--- config.mk ---
export PLATFORM = sky130hd
export DESIGN_NAME = hcr_round_inject
export DESIGN_NICKNAME = d
export VERILOG_FILES = /design/src/hw/hcr_pkg.sv /design/src/hw/hcr_round_inject.sv
export SDC_FILE = /design/constraint.sdc
export NUM_CORES = 1
export LEC_CHECK = 0
export BUFFER_PORTS_ARGS = -buffer_cell sky130_fd_sc_hd__buf_2
export CORE_MARGIN = 3
export CORE_UTILIZATION = 35
export CTS_CLUSTER_DIAMETER = 100
export DETAILED_ROUTE_END_ITERATION = 10
export PLACE_DENSITY_LB_ADDON = 0.1
export SETUP_SLACK_MARGIN = 0.1
export SYNTH_ARGS = -nofsm -noshare
export SYNTH_HDL_FRONTEND = slang
export SYNTH_SLANG_ARGS = --single-unit
--- constraint.sdc ---
create_clock -name clk -period 2.9 [get_ports clk]
set_clock_uncertainty 0.2 [all_clocks]
set_input_delay 0.145 -clock clk [delete_from_list [all_inputs] [get_ports clk]]
set_output_delay 0.145 -clock clk [all_outputs]
set_load 0.02 [all_outputs]
--- src/hw/hcr_pkg.sv ---
// package for the half correction round inject block
package hcr_pkg;
   localparam int unsigned NUM_POS = 6;          // inject positions
   localparam int unsigned TIMER_W = 4;          // primary timer step width
   localparam int unsigned BURST_LEN = 5;        // pulses per burst
   localparam logic [3:0] STEP_WINDOW_OPEN = 4'h0;
   localparam logic [3:0] STEP_WINDOW_CLOSE = 4'h5;
   localparam int unsigned FIRST_STAGE_BIT = 0;  // timer first stage
   localparam int unsigned THIRD_STAGE_BIT = 2;  // timer third stage
   localparam int unsigned LAST_STAGE_BIT = 3;   // timer last stage
   localparam logic [2:0] BURST_CNT_RST = 3'h0;

   // timer view sampled from the primary timer
   typedef struct packed {
      logic [3:0] step;      // current step 0..15
      logic half_strobe;     // half-step strobe level
   } hcr_timer_type;

   // status of the injector
   typedef struct packed {
      logic window_open;     // pulse window flag
      logic once_done;       // once latch
      logic [2:0] burst_cnt; // pulses issued this burst
   } hcr_status_type;
endpackage : hcr_pkg

--- src/hw/hcr_round_inject.sv ---
// half correction rounding injector for the decimal product counter
//
// Overview of operation
// - add five below last retained position
// - inject only into six lowest positions
// - each gate passes burst only when enabled
// - one five-pulse burst per computation, broadcast
// - burst merged with column shift increment path
// - window allowed only in sixth shift cycle
// - burst in first primary cycle of shift
// - window sets at step zero, last stage off
// - decode pulses at steps 5, 7, 13, 15
// - step five pulse clears window flag
// - decode runs always, acts only when set
// - window clear sets once latch blocking reentry
// - only cancel clears the once latch
// - each half strobe rise in the open window gives one pulse
// - driver feeds five pulses to all gates
`timescale 1ns/100ps
module hcr_round_inject (
   input wire logic clk,                                  // 100 MHz clock
   input wire logic rst_n,                                // sync reset, active low
   input wire hcr_pkg::hcr_timer_type timer_in,           // primary timer view
   input wire logic final_shift_cycle_indicator,          // sixth shift cycle active
   input wire logic first_primary_cycle,                  // first primary cycle of shift
   input wire logic cancel,                               // clears the once latch
   input wire logic [hcr_pkg::NUM_POS-1:0] inject_enable, // panel enables per position
   input wire logic [hcr_pkg::NUM_POS-1:0] shift_pulse,   // column shift pulses
   output logic [hcr_pkg::NUM_POS-1:0] counter_increment, // merged counter inputs
   output logic burst_driver,                             // broadcast burst pulse
   output hcr_pkg::hcr_status_type status                 // flag and latch view
);

   // synchronised copies of the timer pins
   logic [3:0] step_meta;
   logic [3:0] step_sync;
   logic strobe_meta;
   logic strobe_sync;
   logic [3:0] next_step_meta;
   logic [3:0] next_step_sync;
   logic next_strobe_meta;
   logic next_strobe_sync;
   // one cycle of edge history behind the synchronisers
   logic [3:0] step_prev;
   logic strobe_prev;
   logic next_strobe_prev;
   logic [3:0] next_step_prev;

   // two-flop synchronisers for the timer pins; the stage bits cross one by
   // one, which is safe because every decode below watches a single bit edge
   // while the other bits it reads stand still across that step change
   always_comb begin
      next_step_meta = timer_in.step;
      next_step_sync = step_meta;
      next_strobe_meta = timer_in.half_strobe;
      next_strobe_sync = strobe_meta;
   end

   // synchroniser registers
   always_ff @(posedge clk) begin
      if (!rst_n) begin
         step_meta <= 4'h0;
         step_sync <= 4'h0;
         strobe_meta <= 1'b0;
         strobe_sync <= 1'b0;
      end else begin
         step_meta <= next_step_meta;
         step_sync <= next_step_sync;
         strobe_meta <= next_strobe_meta;
         strobe_sync <= next_strobe_sync;
      end
   end

   // edge history of the synchronised timer
   always_comb begin
      next_step_prev = step_sync;
      next_strobe_prev = strobe_sync;
   end

   // edge history registers, cleared with the synchronisers
   always_ff @(posedge clk) begin
      if (!rst_n) begin
         step_prev <= 4'h0;
         strobe_prev <= 1'b0;
      end else begin
         step_prev <= next_step_prev;
         strobe_prev <= next_strobe_prev;
      end
   end

   // timer stage views and the blocking terms of the window flag
   logic timer_last_stage;
   logic timer_last_stage_off;
   logic timer_first_stage_on;
   logic timer_third_stage;
   logic step_decode_gate;
   logic strobe_rise;
   logic early_cycle_blocker;
   logic once_latch_blocker;

   // timer stage decode; step zero counts as third stage on, which only
   // matters with a first stage rise, so a skewed step word never decodes
   always_comb begin
      timer_last_stage = step_sync[hcr_pkg::LAST_STAGE_BIT];
      timer_last_stage_off = step_prev[hcr_pkg::LAST_STAGE_BIT] & ~timer_last_stage;
      timer_first_stage_on = ~step_prev[hcr_pkg::FIRST_STAGE_BIT]
         & step_sync[hcr_pkg::FIRST_STAGE_BIT];
      timer_third_stage = step_sync[hcr_pkg::THIRD_STAGE_BIT]
         | (step_sync == hcr_pkg::STEP_WINDOW_OPEN);
      step_decode_gate = timer_first_stage_on & timer_third_stage;
      strobe_rise = strobe_sync & ~strobe_prev;
   end

   // control state of the injector and its next values
   logic pulse_window_flag;
   logic once_latch;
   logic [2:0] burst_cnt;
   logic next_pulse_window_flag;
   logic next_once_latch;
   logic [2:0] next_burst_cnt;
   logic window_set;
   logic window_clear;
   logic strobe_burst_gate;
   logic next_burst_driver;
   wire logic [hcr_pkg::NUM_POS-1:0] position_inject_gate;
   wire logic [hcr_pkg::NUM_POS-1:0] next_counter_increment;
   hcr_pkg::hcr_status_type next_status;

   // window flag: opens at step zero of the gated cycle, closes at the first
   // decode pulse; the later decode pulses find it closed and do nothing
   always_comb begin
      early_cycle_blocker = ~final_shift_cycle_indicator;
      once_latch_blocker = once_latch;
      window_clear = pulse_window_flag & step_decode_gate;
      window_set = ~pulse_window_flag & timer_last_stage_off & first_primary_cycle
         & ~early_cycle_blocker & ~once_latch_blocker;
      next_pulse_window_flag = pulse_window_flag;
      if (window_clear) begin
         next_pulse_window_flag = 1'b0;
      end else if (window_set) begin
         next_pulse_window_flag = 1'b1;
      end
   end

   // window flag register
   always_ff @(posedge clk) begin
      if (!rst_n) begin
         pulse_window_flag <= 1'b0;
      end else begin
         pulse_window_flag <= next_pulse_window_flag;
      end
   end

   // once latch: set as the window closes and cleared only by cancel; a cancel
   // in the closing cycle loses, so a burst always leaves the latch set
   always_comb begin
      next_once_latch = once_latch;
      if (window_clear) begin
         next_once_latch = 1'b1;
      end else if (cancel) begin
         next_once_latch = 1'b0;
      end
   end

   // once latch register
   always_ff @(posedge clk) begin
      if (!rst_n) begin
         once_latch <= 1'b0;
      end else begin
         once_latch <= next_once_latch;
      end
   end

   // burst counter and strobe gate; the cap is only a guard, since the
   // window itself spans exactly five strobe rises
   always_comb begin
      strobe_burst_gate = pulse_window_flag & strobe_rise
         & (burst_cnt < 3'(hcr_pkg::BURST_LEN));
      next_burst_cnt = burst_cnt;
      if (window_set) begin
         next_burst_cnt = hcr_pkg::BURST_CNT_RST;
      end else if (strobe_burst_gate) begin
         next_burst_cnt = burst_cnt + 3'h1;
      end
   end

   // burst counter register
   always_ff @(posedge clk) begin
      if (!rst_n) begin
         burst_cnt <= hcr_pkg::BURST_CNT_RST;
      end else begin
         burst_cnt <= next_burst_cnt;
      end
   end

   // one inject gate per low-order position; each passes the broadcast burst
   // only when its panel enable is wired, and shares the shift path input
   for (genvar g = 0; g < hcr_pkg::NUM_POS; g++) begin : gen_pos_gate
      assign position_inject_gate[g] = strobe_burst_gate & inject_enable[g];
      assign next_counter_increment[g] = shift_pulse[g] | position_inject_gate[g];
   end

   // driver stage and status view, registered so every port leaves a flop
   always_comb begin
      next_burst_driver = strobe_burst_gate;
      next_status.window_open = next_pulse_window_flag;
      next_status.once_done = next_once_latch;
      next_status.burst_cnt = next_burst_cnt;
   end

   // output registers
   always_ff @(posedge clk) begin
      if (!rst_n) begin
         burst_driver <= 1'b0;
         counter_increment <= '0;
         status <= '0;
      end else begin
         burst_driver <= next_burst_driver;
         counter_increment <= next_counter_increment;
         status <= next_status;
      end
   end

endmodule : hcr_round_inject

==> impl_metrics.toml, run 1 <==
[timing]
worst_pin_slew_ps = 491
hold_viol = 0
slew_violations = 0
fmax_ghz = 0.562
slew_headroom_pct = 67.0
setup_viol = 0
finalCritPeriodShare_pct = 61.4
setup_tns_ps = 0
period_needed_ps = 1780
worst_hold_slack_ps = 85.4
rsz0062_at_grt = "no"

[place]
dp_hpwl_um = 1020
dp.cells = 127
portBuffers = 32
place_congestion = 0.650

[die]
die_h_um = 53.0
core-area_um2 = 2020
initial_core_util_pct = 38.3
pin_count = 34
rows = 16
die-area_um2 = 2810
die_width_um = 53.0

[worst_setup_path]
worstPathRequired_ps = 2940
crit_path_start_kind = "flop"
reg2reg_to = "counter_increment[2]"
reg2reg_slack_ps = 1120
endpoint_kind = "flop"
path_cells = "and3b_4 > a31oi_1 > dlygate4sd3_1 > nor2_1"
path_max_fanout = 13
crit-reg2reg-launch = "status[4]"
arrival_ps = 1820
path_class = "reg2reg"
cp_slowest_cell = "dlygate4sd3_1"
slowest_delay_ps = 570
ff2ff_path_depth = 4

[drt]
drt-total-wl_um = 1600
viasPerCell = 4.48
drtIter0Drc = 7
detail-route-antenna-nets = 0
vias = 667
drcViolationCount = 0
firstDrtPassIters = 4
wl_per_cell_um = 10.8

[job]
maxCapViolations = 0

[status]
status = "finished, final reports clean"

[global_routing]
grt_first_pass_wirelength_um = 2620
antenna_found_initial = 0
grt_usage_pct = 12.7
grt_pass1_vias = 623
grt_start_max_net_pins = 16
grt.overflow.total = 0

[hold_path]
min_path_cells = 4
worstHoldPathType = "in2reg"
min_from = "final_shift_cycle_indicator"
hold_end = "status[4]"

[power]
vdd_ir_drop_max_mv = 0.372
p_leak_nw = 0.522
power_density_nw_per_um2 = 457

[cts]
post-cts-setup-buffers = 0
cts_sinks = 23
cts_resized = 0
worstSkewPairLatency_ps = 290
cts_buffers = 3
clockRootBuffer = "clkbuf_4"
cts.clk_slew.worst_paths_ps = 110
hold_buffers = 17
clk_path_buf_depth = 2
cts_tree = "yes"
cts.htree.levels = 1

[synth]
synth_seq_cells = 23
synth_nets = 95
synth-seq-area-share_pct = 59.5
synth.avg_cell_area_um2 = 10.8
netlist-cell-type-count = 23
ys_warn_count = 0
netlist_area_um2 = 774
syn_inst = 72

[cells_and_area]
final_cells = 149
n_antenna_cell = 0
drive_above_1_share_pct = 32.0
area_delta_synth_final_pct = 47.8
finalNetCount = 146
power breakdown:
part | leakage, nW | switching [mW] | internal [mW] | total [mW]
Combinational | 0.318 | 0.0216 | 0.0347 | 0.0563
Clock | 0.0150 | 0.0839 | 0.0535 | 0.137
Sequential | 0.189 | 0.00259 | 0.327 | 0.329
cell usage after synthesis, drive strengths merged:
library cell  count  area, um2
a21bo             1       10.0
nand4b            2       17.5
inv               2       7.51
buf               3       26.3
nor3              1       5.00
nand2b            1       6.26
a31oi             6       37.5
a21oi             4       20.0
o31ai             1       7.51
nand3             1       5.00
a311oi            2       17.5
ha                1       12.5
o21bai            1       7.51
and3b             1       12.5
and3              2       13.8
o21ai             1       8.76
nor2              6       22.5
dfxtp            23        460
clkbuf            1       3.75
nand2             1       3.75
and2             11       68.8
metrics by stage:
step | total power, mW | utilization (%) | area, um2 | setup slack, ps
detailed placement | 0.374 | 46.4 | 938 | 1490
floorplan | 0.354 | - | 774 | 1620
global route | 0.552 | 56.6 | 1140 | 966
global placement | 0.373 | 46.4 | 938 | 1530
CTS | 0.529 | 56.1 | 1130 | 1130
finish | 0.523 | 56.6 | 1140 | 1120
worst max-delay path: cells and delay by family (launching register included):
family          cells  cell delay [ps]
simple gates        2              420
buf+inv             1              570
compound gates      1              100
flops               1              430
layer usage:
| layer | wire length, um | up-vias | track usage, % | part of all wire [%] |
|---|---|---|---|---|
| li1 | - | 349 | - | - |
| met1 | 694 | 290 | 13.8 | 43 |
| met2 | 762 | 26 | 22.9 | 48 |
| met3 | 133 | 2 | 5.07 | 8.3 |
| met4 | 12 | 0 | 2.55 | 0.75 |
| met5 | 0 | - | 0 | 0 |
cell families (layout without fill, tap and decap cells):
| family | Yosys count | after routing | synth area share [%] |
|---|---|---|---|
| AO/OA/AOI/OAI | 16 | 16 | 14.1 |
| AND/OR/NAND/NOR | 26 | 26 | 20.0 |
| buffers and inverters | 6 | 56 | 4.85 |
| adder cells (fa/ha/maj) | 1 | 1 | 1.62 |
| flip-flops | 23 | 23 | 59.5 |
how the worst max path moves through the flow:
stage / slack [ps] / from / to / depth (start not counted)
floorplan: 1620 / burst_cnt[0] / burst_cnt[2] / 3
global placement: 1530 / next_step_prev[3] / burst_cnt[0] / 3
detailed placement: 1490 / next_step_prev[3] / burst_cnt[0] / 3
CTS: 1130 / burst_cnt[0] / counter_increment[2] / 4
global route: 970 / burst_cnt[0] / counter_increment[4] / 4
finish: 1120 / status[4] / counter_increment[2] / 4
placed cells by master, fill, tap and decap left out:
cell type,n
a311oi_1,2
dlygate4sd3_1,18
ha_1,1
and2_1,11
clkbuf_1,1
nand2_1,1
and3_1,1
o31ai_1,1
nor3_1,1
a31oi_1,6
and3_2,1
nand2b_1,1
dfxtp_1,23
a21oi_1,4
o21bai_1,1
nand4b_1,2
o21ai_2,1
clkbuf_4,3
nand3_1,1
and3b_4,1
buf_2,32
inv_1,2
nor2_1,6
a21bo_2,1
area by class of cell:
| cell class | count | area [um2] |
|---|---|---|
| inverter | 2 | 7.51 |
| sequential | 23 | 460 |
| timing repair buffer | 50 | 340 |
| clock buffer | 4 | 26.3 |
| fill | 184 | 877 |
| multi-input combinational | 43 | 277 |
| tap | 27 | 33.8 |
state kept, by name, indices dropped and copies added, names as in the netlist:
name and cells:
next_step_prev 3, status 2, burst_driver 1, next_strobe_prev 1, next_strobe_sync 1, step_prev 2, next_step_sync 3, strobe_prev 1
burst_cnt 3, counter_increment 6
No activity file was read; power rests on OpenSTA's default activity.
==> run 2: changes to the inputs <==
==> constraint.sdc (replaced) <==
create_clock -name clk -period 1.8 [get_ports clk]
set_clock_uncertainty 0.2 [all_clocks]
set_input_delay 0.09 -clock clk [delete_from_list [all_inputs] [get_ports clk]]
set_output_delay 0.09 -clock clk [all_outputs]
set_load 0.02 [all_outputs]
==> run 2 against run 1 <==
  * Clock-buffer cell count did not move
  * Non-clock buffer count is 4 higher
  * Largest cell class unchanged
  * First-iteration DRC count shrank 71%
  * Critical endpoint is now next_strobe_sync
  * Via count up 3.9%
==> impl_metrics.toml, run 2 (synthesis gave the netlist of run 1 again) <==
[job]
maxCapViolations = 0

[place]
dp_hpwl_um = 1010
place_congestion = 0.662
portBuffers = 32
pre_cts_slack_ps = 434

[worst_setup_path]
path_max_fanout = 15
endpoint_kind = "flop"
arrival_ps = 1500
crit_path_start_kind = "input pin"
worstPathRequired_ps = 1790
path_class = "in2reg"

[power]
vdd_ir_drop_max_mv = 0.579
p_leak_nw = 0.544
power_density_nw_per_um2 = 715

[drt]
wirelength_met1_um = 647
wl_met3_um = 148
viasPerCell = 4.53
vias = 693
dr_wl_met2_um = 864
firstDrtPassIters = 4
routed.top_layer = "met4"
drt-total-wl_um = 1670
wl_per_cell_um = 10.9
drtIter0Drc = 2
detail-route-antenna-nets = 0
drcViolationCount = 0

[global_routing]
grt_first_pass_wirelength_um = 2620
grt_pass1_vias = 635
grt.overflow.total = 0
antenna_found_initial = 0
grt_usage_pct = 13.2
grt_start_max_net_pins = 16

[cts]
cts_sinks = 23
cts.clk_slew.worst_paths_ps = 110
cts_tree = "yes"
hold_buffers = 22
post-cts-setup-buffers = 0
clk_path_buf_depth = 2
clockRootBuffer = "clkbuf_4"
cts_resized = 0
worstSkewPairLatency_ps = 300
cts_buffers = 3
cts.htree.levels = 1

[timing]
period_needed_ps = 1510
hold_viol = 0
worst_pin_slew_ps = 477
fmax_ghz = 0.664
slew_headroom_pct = 67.9
finalCritPeriodShare_pct = 83.7
slew_violations = 0
setup_viol = 0
setup_tns_ps = 0
rsz0062_at_grt = "no"
setup_ws_ps = 293

[cells_and_area]
nFillCells = 199
largest_reg_flops = 6
finalNetCount = 150
largest-register = "counter_increment"
drive_above_1_share_pct = 31.0
n_antenna_cell = 0
layout_common_cells = "buf_2 (32), dfxtp_1 (23), dlygate4sd3_1 (22)"
area_delta_synth_final_pct = 53.0
final_common_cell = "buf_2"

[status]
status = "finished, final reports clean"

[hold_path]
worstHoldPathType = "in2reg"

[die]
die_h_um = 53.0
core-area_um2 = 2020
die_width_um = 53.0
die-area_um2 = 2810
pin_count = 34
rows = 16
initial_core_util_pct = 38.3
==> run 2: changes by cell type in the layout (fill, tap and decap cells not counted), sizes merged <==
cell / before / now
dlygate4sd3: 18 / 22
==> run 2: cell type report <==
class | instances | area (um2) | share of cell area (%)
clock buffer | 4 | 26.3 | 2.22
inverter | 2 | 7.51 | 0.634
multi-input combinational | 43 | 277 | 23.3
sequential | 23 | 460 | 38.9
tap | 27 | 33.8 | 2.85
timing repair buffer | 54 | 380 | 32.1
==> run 2: routing by layer <==
metal  global-route usage, %  vias up
met5                       0        -
met4                    3.83        0
met1                    12.0      310
met2                    25.0       27
li1                        -      354
met3                    6.76        2
==> run 2: path summary, 6_finish.rpt <==
kind                                                  start                to  slack (ps)  cells after the start
worst max-delay path                                  rst_n  next_strobe_sync         290                      4
worst max register to register            next_step_prev[3]      burst_cnt[0]         450                      3
worst min register to register             next_strobe_sync  next_strobe_prev         240                      1
worst min-delay path            final_shift_cycle_indicator         status[4]          40                      4
==> run 2: through the flow <==
stage	cells	hold slack [ps]	cell area [um2]	utilization, %	power [mW]
6_report	153	38.3	1180	58.6	0.847
5_1_grt	153	54.7	1180	58.6	0.897
4_1_cts	153	33.7	1180	58.6	0.862
3_5_place_dp	127	98.5	938	46.4	0.603
3_3_place_gp	127	94.9	938	46.4	0.601
2_1_floorplan	72	7.67	774	-	0.570
==> run 2: where the power goes <==
group	internal, mW	switching (mW)	total [mW]
logic	0.0615	0.0359	0.0975
clock network	0.0863	0.133	0.220
registers	0.526	0.00409	0.530
==> run 2: worst max-delay path: stages <==
cell	delay [ps]
dlygate4sd3_1	530
buf_2	190
and2_1	150
dlygate4sd3_1	540
